$ cat config.mk
export PLATFORM = sky130hd
export DESIGN_NAME = fwd_flash_window
export DESIGN_NICKNAME = d
export VERILOG_FILES = /design/src/hdl/fwd_pkg.sv /design/src/hdl/fwd_sync.sv /design/src/hdl/fwd_flash_window.sv
export SDC_FILE = /design/constraint.sdc
export NUM_CORES = 1
export LEC_CHECK = 0
export BUFFER_PORTS_ARGS = -buffer_cell sky130_fd_sc_hd__buf_4
export CAP_MARGIN = 0
export CELL_PAD_IN_SITES_DETAIL_PLACEMENT = 0
export CELL_PAD_IN_SITES_GLOBAL_PLACEMENT = 1
export CORE_MARGIN = 5
export CORE_UTILIZATION = 30
export DETAILED_ROUTE_END_ITERATION = 6
export GPL_TIMING_DRIVEN = 0
export PLACE_DENSITY_LB_ADDON = 0.1
export REMOVE_ABC_BUFFERS = 1
export SYNTH_ARGS = -nofsm -noshare
export SYNTH_HDL_FRONTEND = slang
export SYNTH_HIERARCHICAL = 1
export SYNTH_SLANG_ARGS = --single-unit
$ cat constraint.sdc
create_clock -name mclk -period 2.9 [get_ports mclk]
set_input_delay 0.145 -clock mclk [delete_from_list [all_inputs] [get_ports mclk]]
set_output_delay 0.145 -clock mclk [all_outputs]
set_load 0.01 [all_outputs]
$ cat src/hdl/fwd_pkg.sv
package fwd_pkg;

    // window register field layout
    localparam int          BASE_LSB        = 19;
    localparam int          BASE_W          = 13;
    localparam int          WP_BIT          = 8;
    localparam int          MASK_LSB        = 1;
    localparam int          MASK_W          = 5;
    localparam int          VALID_BIT       = 0;
    localparam int          OFFS_W          = 19;
    localparam logic [31:0] RSVD_MASK       = 32'h0007_fec0;
    localparam logic [31:0] WIN_RESET       = 32'h0000_0000;

    // back-door alias above the peripheral space base
    localparam logic [31:0] BACK_DOOR_OFFSET = 32'h0400_0000;

    // boot straps
    localparam logic [2:0]  MODE_SINGLE_CHIP = 3'h6;
    localparam logic [2:0]  MODE_MASTER      = 3'h7;
    localparam logic [1:0]  BOOT_INTERNAL    = 2'h0;
    localparam int          PIN_W            = 6;
    localparam logic [1:0]  STRAP_SETTLE     = 2'h3;

    // access timing in cycles
    localparam logic [2:0]  FLASH_RD_CYCLES  = 3'h2;
    localparam logic [2:0]  FLASH_WR_CYCLES  = 3'h2;
    localparam logic [2:0]  BD_EXTRA_CYCLES  = 3'h2;

    typedef struct packed {
        logic [BASE_W-1:0] base;
        logic              wp;
        logic [MASK_W-1:0] mask;
        logic              valid;
    } fwd_win_t;

    typedef enum logic [2:0] {
        SP_USER_DATA = 3'h0,
        SP_USER_CODE = 3'h1,
        SP_SUP_DATA  = 3'h2,
        SP_SUP_CODE  = 3'h3,
        SP_CPU       = 3'h4
    } fwd_space_t;

    typedef struct packed {
        logic [31:0] addr;
        logic        write;
        fwd_space_t  space;
        logic        back_door;
    } fwd_acc_t;

    typedef enum logic {ST_STRAP, ST_RUN} fwd_init_t;

    function automatic logic [31:0] fwd_pack(input fwd_win_t w);
        logic [31:0] r;
        r = WIN_RESET;
        r[31:BASE_LSB] = w.base;
        r[WP_BIT] = w.wp;
        r[MASK_LSB +: MASK_W] = w.mask;
        r[VALID_BIT] = w.valid;
        return r;
    endfunction : fwd_pack

    function automatic fwd_win_t fwd_unpack(input logic [31:0] d);
        fwd_win_t w;
        w.base  = d[31:BASE_LSB];
        w.wp    = d[WP_BIT];
        w.mask  = d[MASK_LSB +: MASK_W];
        w.valid = d[VALID_BIT];
        return w;
    endfunction : fwd_unpack

endpackage : fwd_pkg

$ cat src/hdl/fwd_sync.sv
`timescale 1ns/10ps
module fwd_sync #(
    parameter int W = 1
) (
    input  wire logic         mclk,
    input  wire logic         reset_n,
    input  wire logic         clk_en,
    input  wire logic [W-1:0] d,
    output logic      [W-1:0] q
);
    logic [W-1:0] meta_q;

    for (genvar i = 0; i < W; i++) begin : g_bit
        always_ff @(posedge mclk or negedge reset_n) begin
            if (!reset_n) begin
                meta_q[i] <= 1'b0;
                q[i]      <= 1'b0;
            end else if (clk_en) begin
                meta_q[i] <= d[i];
                q[i]      <= meta_q[i];
            end
        end
    end
endmodule : fwd_sync

$ cat src/hdl/fwd_flash_window.sv
`timescale 1ns/10ps
module fwd_flash_window
    import fwd_pkg::*;
(
    input  wire logic              mclk,
    input  wire logic              reset_n,
    input  wire logic              clk_en,
    input  wire logic              reset_config_n,
    input  wire logic [2:0]        mode_pins,
    input  wire logic [1:0]        boot_sel_pins,
    input  wire logic              flash_secured,
    input  wire logic              ctl_move_wr,
    input  wire logic [31:0]       ctl_move_wdata,
    input  wire logic              dbg_wr,
    input  wire logic              dbg_rd,
    input  wire logic [31:0]       dbg_wdata,
    output logic      [31:0]       dbg_rdata,
    output logic                   dbg_rvalid,
    input  wire logic              bd_en_wr,
    input  wire logic              bd_en_wdata,
    output logic                   back_door_enable,
    input  wire logic [31:0]       peripheral_space_base,
    input  wire logic              acc_req,
    input  wire fwd_acc_t          acc,
    output logic                   acc_ready,
    output logic                   acc_ack,
    output logic                   acc_error,
    output logic                   acc_non_flash,
    output logic                   flash_strobe,
    output logic                   flash_write,
    output logic      [OFFS_W-1:0] flash_offset,
    output logic                   window_valid,
    output logic                   init_done
);
    fwd_win_t         win_q;
    fwd_win_t         win_d;
    fwd_win_t         wr_img;
    fwd_init_t        state_q;
    logic [1:0]       settle_q;
    logic [PIN_W-1:0] pins_s;
    logic [2:0]       lat_q;
    logic             busy_q;
    logic             ready_q;
    logic             ack_q;
    logic             err_q;
    logic             nonflash_q;
    logic             strobe_q;
    logic             fwrite_q;
    logic [OFFS_W-1:0] offset_q;
    logic             bd_en_q;
    logic [BASE_W+MASK_W:0] keep_q;
    logic             valid_q;
    logic [31:0]      dbg_rdata_q;
    logic             dbg_rvalid_q;

    // straps come from pins, so they are synchronised first
    fwd_sync #(.W(PIN_W)) u_sync (
        .mclk    (mclk),
        .reset_n (reset_n),
        .clk_en  (clk_en),
        .d       ({reset_config_n, mode_pins, boot_sel_pins}),
        .q       (pins_s)
    );

    wire       cfg_asserted = !pins_s[5];
    wire [2:0] mode_s       = pins_s[4:2];
    wire [1:0] boot_s       = pins_s[1:0];

    // strap decode
    wire mode_single  = cfg_asserted && (mode_s == MODE_SINGLE_CHIP);
    wire mode_master  = cfg_asserted && (mode_s == MODE_MASTER)
                        && (boot_s == BOOT_INTERNAL);
    wire strap_valid  = flash_secured || !cfg_asserted
                        || mode_single || mode_master;
    wire strap_done   = (state_q == ST_STRAP) && (settle_q == STRAP_SETTLE);

    // register write path; debug wins over a simultaneous core write
    wire        win_wr   = ctl_move_wr || dbg_wr;
    wire [31:0] wr_word  = dbg_wr ? dbg_wdata : ctl_move_wdata;
    assign      wr_img   = fwd_unpack(wr_word & ~RSVD_MASK);
    assign      win_d    = win_wr ? wr_img
                         : strap_done ? {win_q.base, win_q.wp, win_q.mask, strap_valid}
                         : win_q;

    // access decode
    wire             space_legal = (acc.space <= SP_CPU);
    wire [2:0]       space_idx   = acc.space;
    wire             space_block = !space_legal || win_q.mask[space_idx];
    wire             addr_match  = (acc.addr[31:BASE_LSB] == win_q.base);
    wire             win_hit     = !acc.back_door && win_q.valid
                                   && addr_match && !space_block;
    wire             wp_viol     = win_hit && acc.write && win_q.wp;
    // other masters arrive through the alias region
    wire [31:0]      bd_base     = peripheral_space_base + BACK_DOOR_OFFSET;
    wire [31:0]      bd_delta    = acc.addr - bd_base;
    wire             bd_in       = (bd_delta[31:BASE_LSB] == '0);
    wire             bd_ok       = acc.back_door && bd_en_q && bd_in;
    wire             take        = clk_en && acc_req && ready_q;
    wire             go          = (win_hit && !wp_viol) || bd_ok;
    wire [OFFS_W-1:0] offs_d     = acc.back_door ? bd_delta[OFFS_W-1:0]
                                                 : acc.addr[OFFS_W-1:0];
    // alias path pays the extra bridge cycles on reads only
    wire [2:0]       lat_load    = acc.write ? FLASH_WR_CYCLES
                                 : acc.back_door ? 3'(FLASH_RD_CYCLES + BD_EXTRA_CYCLES)
                                 : FLASH_RD_CYCLES;
    wire             lat_end     = busy_q && (lat_q == 3'h1);

    // base, protect and masks have no reset: a chip reset must leave them as written
    assign win_q = {keep_q, valid_q};

    always_ff @(posedge mclk) begin
        if (clk_en) begin
            keep_q <= {win_d.base, win_d.wp, win_d.mask};
        end
    end

    always_ff @(posedge mclk or negedge reset_n) begin
        if (!reset_n) begin
            valid_q <= 1'b0;
        end else if (clk_en) begin
            valid_q <= win_d.valid;
        end
    end

    always_ff @(posedge mclk or negedge reset_n) begin
        if (!reset_n) begin
            state_q  <= ST_STRAP;
            settle_q <= 2'h0;
        end else if (clk_en && state_q == ST_STRAP) begin
            settle_q <= settle_q + 2'h1;
            if (strap_done) begin
                state_q <= ST_RUN;
            end
        end
    end

    always_ff @(posedge mclk or negedge reset_n) begin
        if (!reset_n) begin
            bd_en_q <= 1'b0;
        end else if (clk_en && bd_en_wr) begin
            bd_en_q <= bd_en_wdata;
        end
    end

    // the core side has no read port at all; only debug sees the image
    always_ff @(posedge mclk or negedge reset_n) begin
        if (!reset_n) begin
            dbg_rdata_q  <= 32'h0000_0000;
            dbg_rvalid_q <= 1'b0;
        end else if (clk_en) begin
            dbg_rvalid_q <= dbg_rd;
            if (dbg_rd) begin
                dbg_rdata_q <= fwd_pack(win_q);
            end
        end
    end

    // one accepted access in flight; ready drops until its ack, and stays high after a refused one
    always_ff @(posedge mclk or negedge reset_n) begin
        if (!reset_n) begin
            busy_q  <= 1'b0;
            ready_q <= 1'b0;
            lat_q   <= 3'h0;
        end else if (clk_en) begin
            if (take) begin
                busy_q  <= go;
                ready_q <= !go;
                lat_q   <= lat_load;
            end else if (lat_end) begin
                busy_q  <= 1'b0;
                ready_q <= 1'b1;
            end else if (busy_q) begin
                lat_q <= lat_q - 3'h1;
            end else begin
                ready_q <= (state_q == ST_RUN);
            end
        end
    end

    always_ff @(posedge mclk or negedge reset_n) begin
        if (!reset_n) begin
            ack_q      <= 1'b0;
            err_q      <= 1'b0;
            nonflash_q <= 1'b0;
            strobe_q   <= 1'b0;
        end else if (clk_en) begin
            ack_q      <= lat_end;
            err_q      <= take && (wp_viol || (acc.back_door && !bd_ok));
            nonflash_q <= take && !acc.back_door && !win_hit;
            strobe_q   <= take && go;
        end
    end

    always_ff @(posedge mclk or negedge reset_n) begin
        if (!reset_n) begin
            fwrite_q <= 1'b0;
            offset_q <= '0;
        end else if (clk_en && take && go) begin
            fwrite_q <= acc.write;
            offset_q <= offs_d;
        end
    end

    assign dbg_rdata        = dbg_rdata_q;
    assign dbg_rvalid       = dbg_rvalid_q;
    assign back_door_enable = bd_en_q;
    assign acc_ready        = ready_q;
    assign acc_ack          = ack_q;
    assign acc_error        = err_q;
    assign acc_non_flash    = nonflash_q;
    assign flash_strobe     = strobe_q;
    assign flash_write      = fwrite_q;
    assign flash_offset     = offset_q;
    assign window_valid     = win_q.valid;
    assign init_done        = (state_q == ST_RUN);
endmodule : fwd_flash_window

==> metrics.yaml, run 1 <==
maxCapViolCount: 0
tns_ns: -15.20
synth-edff-count: 19
syn_area_um2: 6420
die-width_um: 156
status: "complete, but fails checks"
cpMaxStageDelayCell: "or4_4"
fin_cells: 1092
nNetsFinal: 1026
yosys_warnings: 6
core_area_um2: 21000
grt_pass1_wl_mm: 30.5
reg2regPathDepth: 10
dieArea_um2: 24400
dp_cells: 1060
yosysSeqAreaShare: 0.350
worst_slew_pin_slew_ns: 1.26
fp-row-count: 53
synth.distinct_cells: 62
first_iter_violations: 151
clockRootBuffer: "clkbuf_16"
timing.final.crit_share: 1.24
grt_max_degree: 68
drc: 0
ys_dominant_reg_cell: "dfrtp_1"
synthArstFlopShare: 0.779
startpoint_type: "input port"
min_from: "boot_sel_pins[1]"
overflow: 0
violations: "negative setup slack"
firstDrtPassIters: 4
syn_avg_cell_area_um2: 10.1
fin_skew_ns: 0.0114
drive_gt1_frac: 0.400
p_per_area_nw_per_um2: 462
drt-total-wl_mm: 19.3
ir_drop_v: 0.000256
final_area_um2: 8660
final-hold-violation-count: 0
netlist_instances: 633
p_leak_nw: 4.06
worstSetupStartpoint: "acc[6]"
start_util: 0.305
diodes: 0
ys_ff_latch: 86
r2r_end: "flash_offset[2]"
crit_path_max_incr_delay_ns: 0.43
dp_slack_ns: -1.91
grt_antenna_before_repair: 0
finalPower_mw: 4.00
worstPathMaxFanout: 6
fmax_mhz: 277
cts.path.max_buffers: 2
portBuffers: 173
ios: 210
slew_headroom: 0.157
cts_sinks: 86
ant_nets: 0
htree_levels: 3
rrSetupSlack_ns: -0.04
crit_arrival_ns: 3.85
fp.dieH_um: 156
hp-class: "input port to flop"
grt_pass1_vias: 5832
placed_area_um2: 7930
setup_viol: 24
cp_cell_sequence: "buf_8 > ha_4 > ha_4 > fa_2 > a21o_1 > a221o_1 > a32o_2 > and2_4 > or4_4 > a211oi_2 > o2111ai_2 > o41ai_4 > buf_6 > buf_12 > nand2_8 > mux2_4"
critPathCaptureType: "flop"
final_max_slew_viol_count: 0
cts.clk_slew.worst_paths_ns: 0.08
rsz0062_at_grt: "true"
path_class: "input port to flop"
syn_to_final_growth_pct: 34.9
cp.required_ns: 3.14
gp_congestion: 0.827
cts_buffers: 9
wire_per_inst_um: 17.6
layout_min_cycle_time_ns: 3.61
worst_slack_ns: -0.707
crit_top_cell: "ha_4"
clock_latency_ns: 0.35
dp_hpwl_mm: 14.8
vias: 5401
track_usage: 0.156
cts_tree: "built"
vias_per_cell: 4.95
r2r_start: "keep_q[18]"
crit_end: "flash_offset[2]"
[placed cells by master (no fill, tap or decap), types with 9 or more instances in the layout]
| cell type | n |
|---|---|
| clkbuf_16 | 9 |
| dfrtp_1 | 67 |
| buf_4 | 178 |
| nand4_1 | 12 |
| mux2_2 | 43 |
| a21oi_1 | 38 |
| a22o_1 | 18 |
| nand2_1 | 32 |
| conb_1 | 12 |
| xor2_1 | 17 |
| o21ai_0 | 31 |
| mux2_4 | 28 |
| ha_1 | 52 |
| a21o_1 | 11 |
| nor2_1 | 31 |
| xnor2_1 | 22 |
| inv_1 | 49 |
| edfxtp_1 | 19 |
[through the flow]
stage | util | hold WS [ns]
final | 0.412 | 0.0215
after global routing | 0.412 | 0.00772
after CTS | 0.405 | 0.00444
after detailed placement | 0.377 | 0.349
after global placement | 0.376 | 0.340
after floorplan | - | -0.151
[final cells by class]
type	instances	area (um^2)
tap	275	344
sequential	86	2250
multi-input combinational	475	4090
clock buffer	9	225
inverter	52	200
clock inverter	7	71.3
fill	2125	12400
timing repair buffer	188	1490
[cell families (layout without fill, tap and decap cells)]
family / after synthesis / after routing / share of synthesized area
AO/OA/AOI/OAI: 160 / 160 / 0.167
AND/OR/NAND/NOR: 124 / 126 / 0.0951
flip-flops: 86 / 86 / 0.350
buffers and inverters: 85 / 256 / 0.0602
multiplexers: 73 / 73 / 0.146
adder cells (fa/ha/maj): 65 / 65 / 0.128
XOR/XNOR: 39 / 39 / 0.0532
other: 1 / 12 / 0.000584
[repair_timing]
action                                  in CTS  in global routing
pin swaps                                   11                  5
buffers inserted                             9                  5
endpoints found under the setup margin      24                 24
hold buffers                                 1                  0
hold endpoints to repair                    54                  0
cloned                                       2                  0
resized for setup                           39                 25
[critical path: cells and delay by family]
family | cells | cell delay (ns)
AO/OA/AOI/OAI | 6 | 1.48
multiplexers | 1 | 0.35
buffers and inverters | 3 | 0.42
adder cells (fa/ha/maj) | 3 | 0.75
AND/OR/NAND/NOR | 3 | 0.69
[how the worst min path moves through the flow]
stage / to / slack (ns) / depth (start not counted)
final: u_sync/meta_q[1] / 0.02 / 2
after CTS: u_sync/meta_q[1] / 0.004 / 2
after global routing: u_sync/meta_q[5] / 0.008 / 2
after detailed placement: flash_offset[4] / 0.35 / 1
after global placement: flash_offset[4] / 0.34 / 1
after floorplan: acc_ack / -0.15 / 0
[routing by layer]
layer / GRT usage / vias up / part of all wire
met4: 0.0355 / 0 / 0.014
met2: 0.261 / 160 / 0.47
met3: 0.0642 / 16 / 0.091
met1: 0.189 / 2575 / 0.42
li1: - / 2650 / -
met5: 0 / - / 0
[sequential cells by signal, summed over array words and instances (netlist names)]
register,cells
flash_offset,19
u_sync/meta_q,6
flash_write,1
settle_q,2
window_valid,1
acc_ack,1
acc_error,1
acc_ready,1
keep_q,19
dbg_rvalid,1
dbg_rdata,20
init_done,1
flash_strobe,1
busy_q,1
acc_non_flash,1
back_door_enable,1
lat_q,3
u_sync/q,6
[Yosys cell counts, drive strengths merged (3+ instances only)]
cell	instances	area, um^2
and2	3	21.3
clkbuf	18	67.6
buf	15	124
a221oi	4	35.0
nand3	8	40.0
o211ai	4	30.0
nor2	34	128
o21ai	35	175
ha	64	801
o21a	7	52.6
a22o	18	158
a21oi	44	220
inv	52	195
nor4	6	37.5
nand2b	3	18.8
nand4	12	75.1
o21bai	5	37.5
a21o	11	82.6
and3	3	18.8
nor3	5	25.0
a211oi	8	65.1
dfrtp	67	1680
edfxtp	19	571
mux2	71	905
nor2b	5	31.3
xor2	17	149
nand2	36	138
xnor2	22	193
[report_power, final]
group / internal (mW) / total [mW] / leakage, nW / switching (mW)
Sequential: 1.37 / 1.45 / 1.01 / 0.0800
Combinational: 0.660 / 1.34 / 2.91 / 0.678
Clock: 0.613 / 1.21 / 0.149 / 0.598
Total: 2.64 / 4.00 / 4.06 / 1.36
(Power assumes the default switching activity.)
==> run 2, diff against run 1 <==
BUFFER_PORTS_ARGS = -buffer_cell sky130_fd_sc_hd__buf_2   (was -buffer_cell sky130_fd_sc_hd__buf_4)
CORE_ASPECT_RATIO = 0.9   (was not set)
CORE_UTILIZATION = 39   (was 30)
==> run 2 against run 1 <==
- the run still ends with negative setup slack left
- clock skew is 0.0046 ns lower
- clock-buffer cell count is 1 higher
- sequential share of layout area is 1.7 points higher
- die area is 22% lower
- design area is 6.3% lower
- register-to-register slack better by 0.09 ns
- critical path type unchanged
- largest cell class unchanged
- clock power is 11% higher
- cell count is 6.2% lower
- core utilization is 9.1 points higher
- largest power group unchanged
==> metrics.yaml, run 2 (synthesis results as in run 1) <==
status: "complete, but fails checks"  # unchanged
violations: "negative setup slack"  # unchanged
dieArea_um2: 19100  # was 24400 um^2
cts_sinks: 86  # unchanged
final-hold-violation-count: 0  # unchanged
start_util: 0.398  # was 0.305
die-width_um: 145  # was 156 um
ios: 210  # unchanged
track_usage: 0.197  # was 0.156
rrSetupSlack_ns: 0.05  # was -0.04 ns
cp_cell_sequence: "buf_8 > ha_4 > ha_4 > fa_2 > a21o_1 > a221o_1 > a32o_2 > and2_4 > or4_4 > a211oi_2 > o2111ai_2 > o41ai_4 > buf_6 > nand2_8 > mux2_4"  # was buf_8 > ha_4 > ha_4 > fa_2 > a21o_1 > a221o_1 > a32o_2 > and2_4 > or4_4 > a211oi_2 > o2111ai_2 > o41ai_4 > buf_6 > buf_12 > nand2_8 > mux2_4
drive_gt1_frac: 0.380  # was 0.400
path_class: "input port to flop"  # unchanged
finalPower_mw: 4.05  # was 4.00 mW
vias_per_cell: 5.33  # was 4.95
cts.clk_slew.worst_paths_ns: 0.07  # was 0.08 ns
syn_to_final_growth_pct: 26.4  # was 34.9%
cts_tree: "built"  # unchanged
fp-row-count: 44  # was 53
portBuffers: 173  # unchanged
hp-class: "input port to flop"  # unchanged
crit_arrival_ns: 3.89  # was 3.85 ns
cpMaxStageDelayCell: "o41ai_4"  # was or4_4
wire_per_inst_um: 18.5  # was 17.6 um
slew_headroom: 0.145  # was 0.157
layout_commonest_cell: "buf_2"  # was buf_4
ant_nets: 0  # unchanged
r2r_end: "flash_offset[2]"  # unchanged
vias: 5458  # was 5401
htree_levels: 3  # unchanged
fin_cells: 1024  # was 1092
overflow: 0  # unchanged
grt_max_degree: 54  # was 68
worst_slew_pin_slew_ns: 1.28  # was 1.26 ns
crit_top_cell: "ha_4"  # unchanged
critPathCaptureType: "flop"  # unchanged
r2r_start: "keep_q[3]"  # was keep_q[18]
cts.path.max_buffers: 2  # unchanged
clockRootBuffer: "clkbuf_16"  # unchanged
timing.final.crit_share: 1.26  # was 1.24
worstHoldEndpoint: "u_sync/meta_q[4]"  # was u_sync/meta_q[1]
hold_depth: 2  # unchanged
fin_util: 0.503  # was 0.412
final_max_slew_viol_count: 0  # unchanged
grt_pass1_wl_mm: 30.4  # was 30.5 mm
min_from: "mode_pins[2]"  # was boot_sel_pins[1]
setup_viol: 24  # unchanged
grt_pass1_vias: 5843  # was 5832
dp_cells: 993  # was 1060
ir_drop_v: 0.000296  # was 0.000256 V
fin_skew_ns: 0.00681  # was 0.0114 ns
first_iter_violations: 251  # was 151
firstDrtPassIters: 4  # unchanged
fp.dieH_um: 132  # was 156 um
nFillCells: 1527  # was 2125
dp_hpwl_mm: 14.6  # was 14.8 mm
startpoint_type: "input port"  # unchanged
clock_latency_ns: 0.35  # about the same
maxCapViolCount: 0  # unchanged
cp.required_ns: 3.13  # was 3.14 ns
reg2regPathDepth: 9  # was 10
nNetsFinal: 1025  # was 1026
drt-total-wl_mm: 19.0  # was 19.3 mm
worstPathMaxFanout: 6  # unchanged
largest_reg_flops: 20  # unchanged
worst_slack_ns: -0.761  # was -0.707 ns
fmax_mhz: 273  # was 277 MHz
grt_antenna_before_repair: 4  # was 0
cts_buffers: 9  # unchanged
layout_min_cycle_time_ns: 3.66  # was 3.61 ns
rsz0062_at_grt: "true"  # unchanged
drc: 0  # unchanged
crit_path_max_incr_delay_ns: 0.45  # was 0.43 ns
p_leak_nw: 3.94  # was 4.06 nW
core_area_um2: 16100  # was 21000 um^2
gp_congestion: 0.846  # was 0.827
layout_common_cells: "buf_2 (170), dfrtp_1 (67), ha_1 (59)"  # was buf_4 (178), dfrtp_1 (67), ha_1 (52)
p_per_area_nw_per_um2: 499  # was 462 nW/um^2
-- run 2: cell types whose count changed in the layout (fill, tap and decap cells not counted), sizes merged --
cell and change:
buf -2, bufinv +2, inv -2, clkbuf +1
clkinv -1, diode +1, nand2 +1
-- run 2: critical path, delay by kind of cell --
| kind | cells | cell delay (ns) |
|---|---|---|
| mux | 1 | 0.36 |
| compound gates | 6 | 1.63 |
| simple gates | 3 | 0.69 |
| fa+ha+maj | 3 | 0.73 |
| buf+inv | 2 | 0.32 |
-- run 2: how the worst max path moves through the flow --
stage                     cells after the start                startpoint               end
after floorplan                              14  peripheral_space_base[1]  flash_offset[10]
after global placement                       15  peripheral_space_base[1]   flash_offset[3]
after detailed placement                     15  peripheral_space_base[1]   flash_offset[2]
after CTS                                    15                    acc[6]   flash_offset[2]
after global routing                         16                    acc[6]  flash_offset[10]
final                                        15                    acc[6]   flash_offset[2]
-- run 2: area by class of cell --
type                            count  area (um^2)  area share
Antenna cell                        1         2.50    0.000308
Clock buffer                       10          239      0.0294
Clock inverter                      6         97.6      0.0120
Inverter                           52          198      0.0244
Multi-Input combinational cell    476         4040       0.498
Sequential cell                    86         2250       0.277
Tap cell                          207          259      0.0319
Timing Repair Buffer              186         1030       0.127
-- run 2: through the flow --
| step | hold WS, ns | worst slack (ns) | setup TNS, ns | instance area, um^2 |
|---|---|---|---|---|
| detailed placement | 0.0309 | -1.89 | -42.77 | 7440 |
| global placement | 0.378 | -1.83 | -41.58 | 7400 |
| finish | 0.0263 | -0.761 | -16.69 | 8120 |
| floorplan | -0.151 | -1.17 | -26.29 | 6270 |
| CTS | 0.0134 | -0.721 | -15.73 | 8060 |
| global route | 0.00568 | -0.860 | -18.89 | 8110 |
-- run 2: layer usage --
metal	vias to the layer above	part of all wire	global-route usage
met3	26	0.083	0.0767
li1	2658	-	-
met5	-	0.0028	0
met1	2595	0.44	0.253
met4	8	0.020	0.0503
met2	171	0.45	0.311
-- run 2: power by group --
group / total (mW) / switching (mW) / internal, mW / leakage, nW
registers: 1.45 / 0.0766 / 1.37 / 1.01
logic: 1.26 / 0.688 / 0.570 / 2.77
clock network: 1.34 / 0.545 / 0.795 / 0.166
-- run 2: timing repair --
item                                   4_1_cts  5_1_grt
setup buffers                                7        4
gates cloned                                 3        0
pin swaps                                   11        6
hold buffers                                 1        0
setup endpoints to repair                   24       24
endpoints found under the hold margin       67        0
resized for setup                           38        7
==> run 3, diff against run 2 <==
clock period = 4.2 ns   (was 2.9 ns; I/O delays follow)
==> run 3 against run 2 <==
- the run now ends clean
- clock-buffer cell count unchanged
- die area did not move
- clock skew barely moved
- worst hold slack better by 0.065 ns
- cell count fell by 0.98%
- non-clock buffer count decreased by 8
- flip-flop and latch count unchanged
- power is 32% lower
- combinational power down 34%
- highest routed layer unchanged
==> metrics.yaml, run 3 (synthesis results as in run 1) <==
status: "finished, final reports clean"  # was complete, but fails checks
multiInputGateArea_um2: 3860  # was 4040 um^2
die-width_um: 145  # unchanged
fin_skew_ns: 0.00654  # was 0.00681 ns
overflow: 0  # unchanged
critPathCaptureType: "flop"  # unchanged
worst_slew_pin_slew_ns: 1.26  # was 1.28 ns
timing.final.crit_share: 0.956
final-seq-area_um2: 2250  # unchanged
cts_sinks: 86  # unchanged
startpoint_type: "input port"  # unchanged
dieArea_um2: 19100  # unchanged
firstDrtPassIters: 4  # unchanged
grt_antenna_before_repair: 4  # unchanged
layout_commonest_cell: "buf_2"  # unchanged
grt_max_degree: 54  # unchanged
track_usage: 0.190  # was 0.197
gp_congestion: 0.846  # unchanged
p_leak_nw: 3.89  # was 3.94 nW
start_util: 0.398  # unchanged
worstPathMaxFanout: 11  # was 6
final_max_slew_viol_count: 0  # unchanged
fp-row-count: 44  # unchanged
first_iter_violations: 269  # was 251
layout_common_cells: "buf_2 (172), dfrtp_1 (67), ha_1 (64)"  # was buf_2 (170), dfrtp_1 (67), ha_1 (59)
drc: 0  # unchanged
syn_to_final_growth_pct: 22.0  # was 26.4%
crit_arrival_ns: 4.25  # was 3.89 ns
fmax_mhz: 249
dp_hpwl_mm: 14.6  # unchanged
hold_slack_ns: 0.0909  # was 0.0263 ns
portBuffers: 173  # unchanged
nNetsFinal: 1015  # was 1025
nFillCells: 1551  # was 1527
grt_pass1_wl_mm: 29.6  # was 30.4 mm
largest_reg_flops: 20  # unchanged
final-hold-violation-count: 0  # unchanged
slew_headroom: 0.160  # was 0.145
p_per_area_nw_per_um2: 351  # was 499 nW/um^2
tns_ns: 0  # was -16.69 ns
vias_per_cell: 5.30  # was 5.33
fp.dieH_um: 132  # unchanged
maxCapViolCount: 0  # unchanged
hp-class: "input port to flop"  # unchanged
clock_latency_ns: 0.35  # about the same
drive_gt1_frac: 0.342  # was 0.380
grt_pass1_vias: 5721  # was 5843
cts.clk_slew.worst_paths_ns: 0.07  # about the same
path_class: "input port to flop"  # unchanged
ios: 210  # unchanged
vias: 5379  # was 5458
cp.required_ns: 4.44  # was 3.13 ns
layout_min_cycle_time_ns: 4.01
cts_tree: "built"  # unchanged
core_area_um2: 16100  # unchanged
ir_drop_v: 0.000203  # was 0.000296 V
rsz0062_at_grt: "false"  # was true
cts.path.max_buffers: 2  # unchanged
drt-total-wl_mm: 18.2  # was 19.0 mm
wire_per_inst_um: 17.9  # was 18.5 um
clockRootBuffer: "clkbuf_16"  # unchanged
htree_levels: 3  # unchanged
cts_buffers: 9  # unchanged
ant_nets: 0  # unchanged
setup_viol: 0  # was 24
## run 3: path summary, 6_finish.rpt
kind                                     startpoint          endpoint  slack (ns)  cells past startpoint
max                        peripheral_space_base[1]  flash_offset[15]        0.19                     16
min                                    mode_pins[2]  u_sync/meta_q[4]        0.09                      2
max reg2reg                               keep_q[3]  flash_offset[15]        1.31                      9
min reg2reg                             settle_q[0]       settle_q[0]        0.50                      1
max in group asynchronous                   reset_n  back_door_enable        3.35                      3
min in group asynchronous                   reset_n   flash_offset[2]        0.28                      2
## run 3: critical path, cell delays in order
cell and delay [ns]:
buf_2 0.07, inv_1 0.03, ha_1 0.28, ha_1 0.24, fa_1 0.41, a21o_1 0.23, a221o_1 0.35, a32o_1 0.31
and2_4 0.19, or4_4 0.49, a211oi_2 0.19, o2111ai_1 0.18, o41ai_4 0.33, buf_4 0.19, nand2_4 0.18, mux2_4 0.36
## run 3: area by class of cell
class,count,share of cell area
inverter,52,0.0249
clock inverter,6,0.0125
multi-input combinational,474,0.492
timing repair buffer,178,0.119
clock buffer,10,0.0305
tap,207,0.0331
antenna,1,0.000319
sequential,86,0.287
## run 3: power breakdown
| part | switching, mW | internal (mW) | total [mW] |
|---|---|---|---|
| sequential | 0.0529 | 0.948 | 1.00 |
| clock | 0.373 | 0.549 | 0.922 |
| combinational | 0.453 | 0.374 | 0.827 |
| total | 0.878 | 1.87 | 2.75 |
## run 3: layer usage
metal / track usage / share of wire / wire length, um
met1: 0.250 / 0.45 / 8230
met2: 0.305 / 0.46 / 8310
met3: 0.0691 / 0.077 / 1410
met4: 0.0311 / 0.0087 / 158
met5: 0 / 0.0030 / 54
## run 3: metrics by stage
step	cells	power [mW]	worst slack, ns	util	instance area, um^2
3_3_place_gp	991	1.82	-0.599	0.459	7400
6_report	1014	2.75	0.185	0.486	7840
5_1_grt	1013	2.93	0.00647	0.486	7830
3_5_place_dp	993	1.84	-0.650	0.461	7440
4_1_cts	1013	2.79	0.182	0.486	7830
2_1_floorplan	611	1.54	0.0690	-	6270
## run 3: repair_timing
item | 4_1_cts | 5_1_grt
hold buffers | 1 | 0
gates resized for setup | 3 | 0
setup endpoints to repair | 21 | 0
endpoints found under the hold margin | 14 | 0
setup buffers | 2 | 0
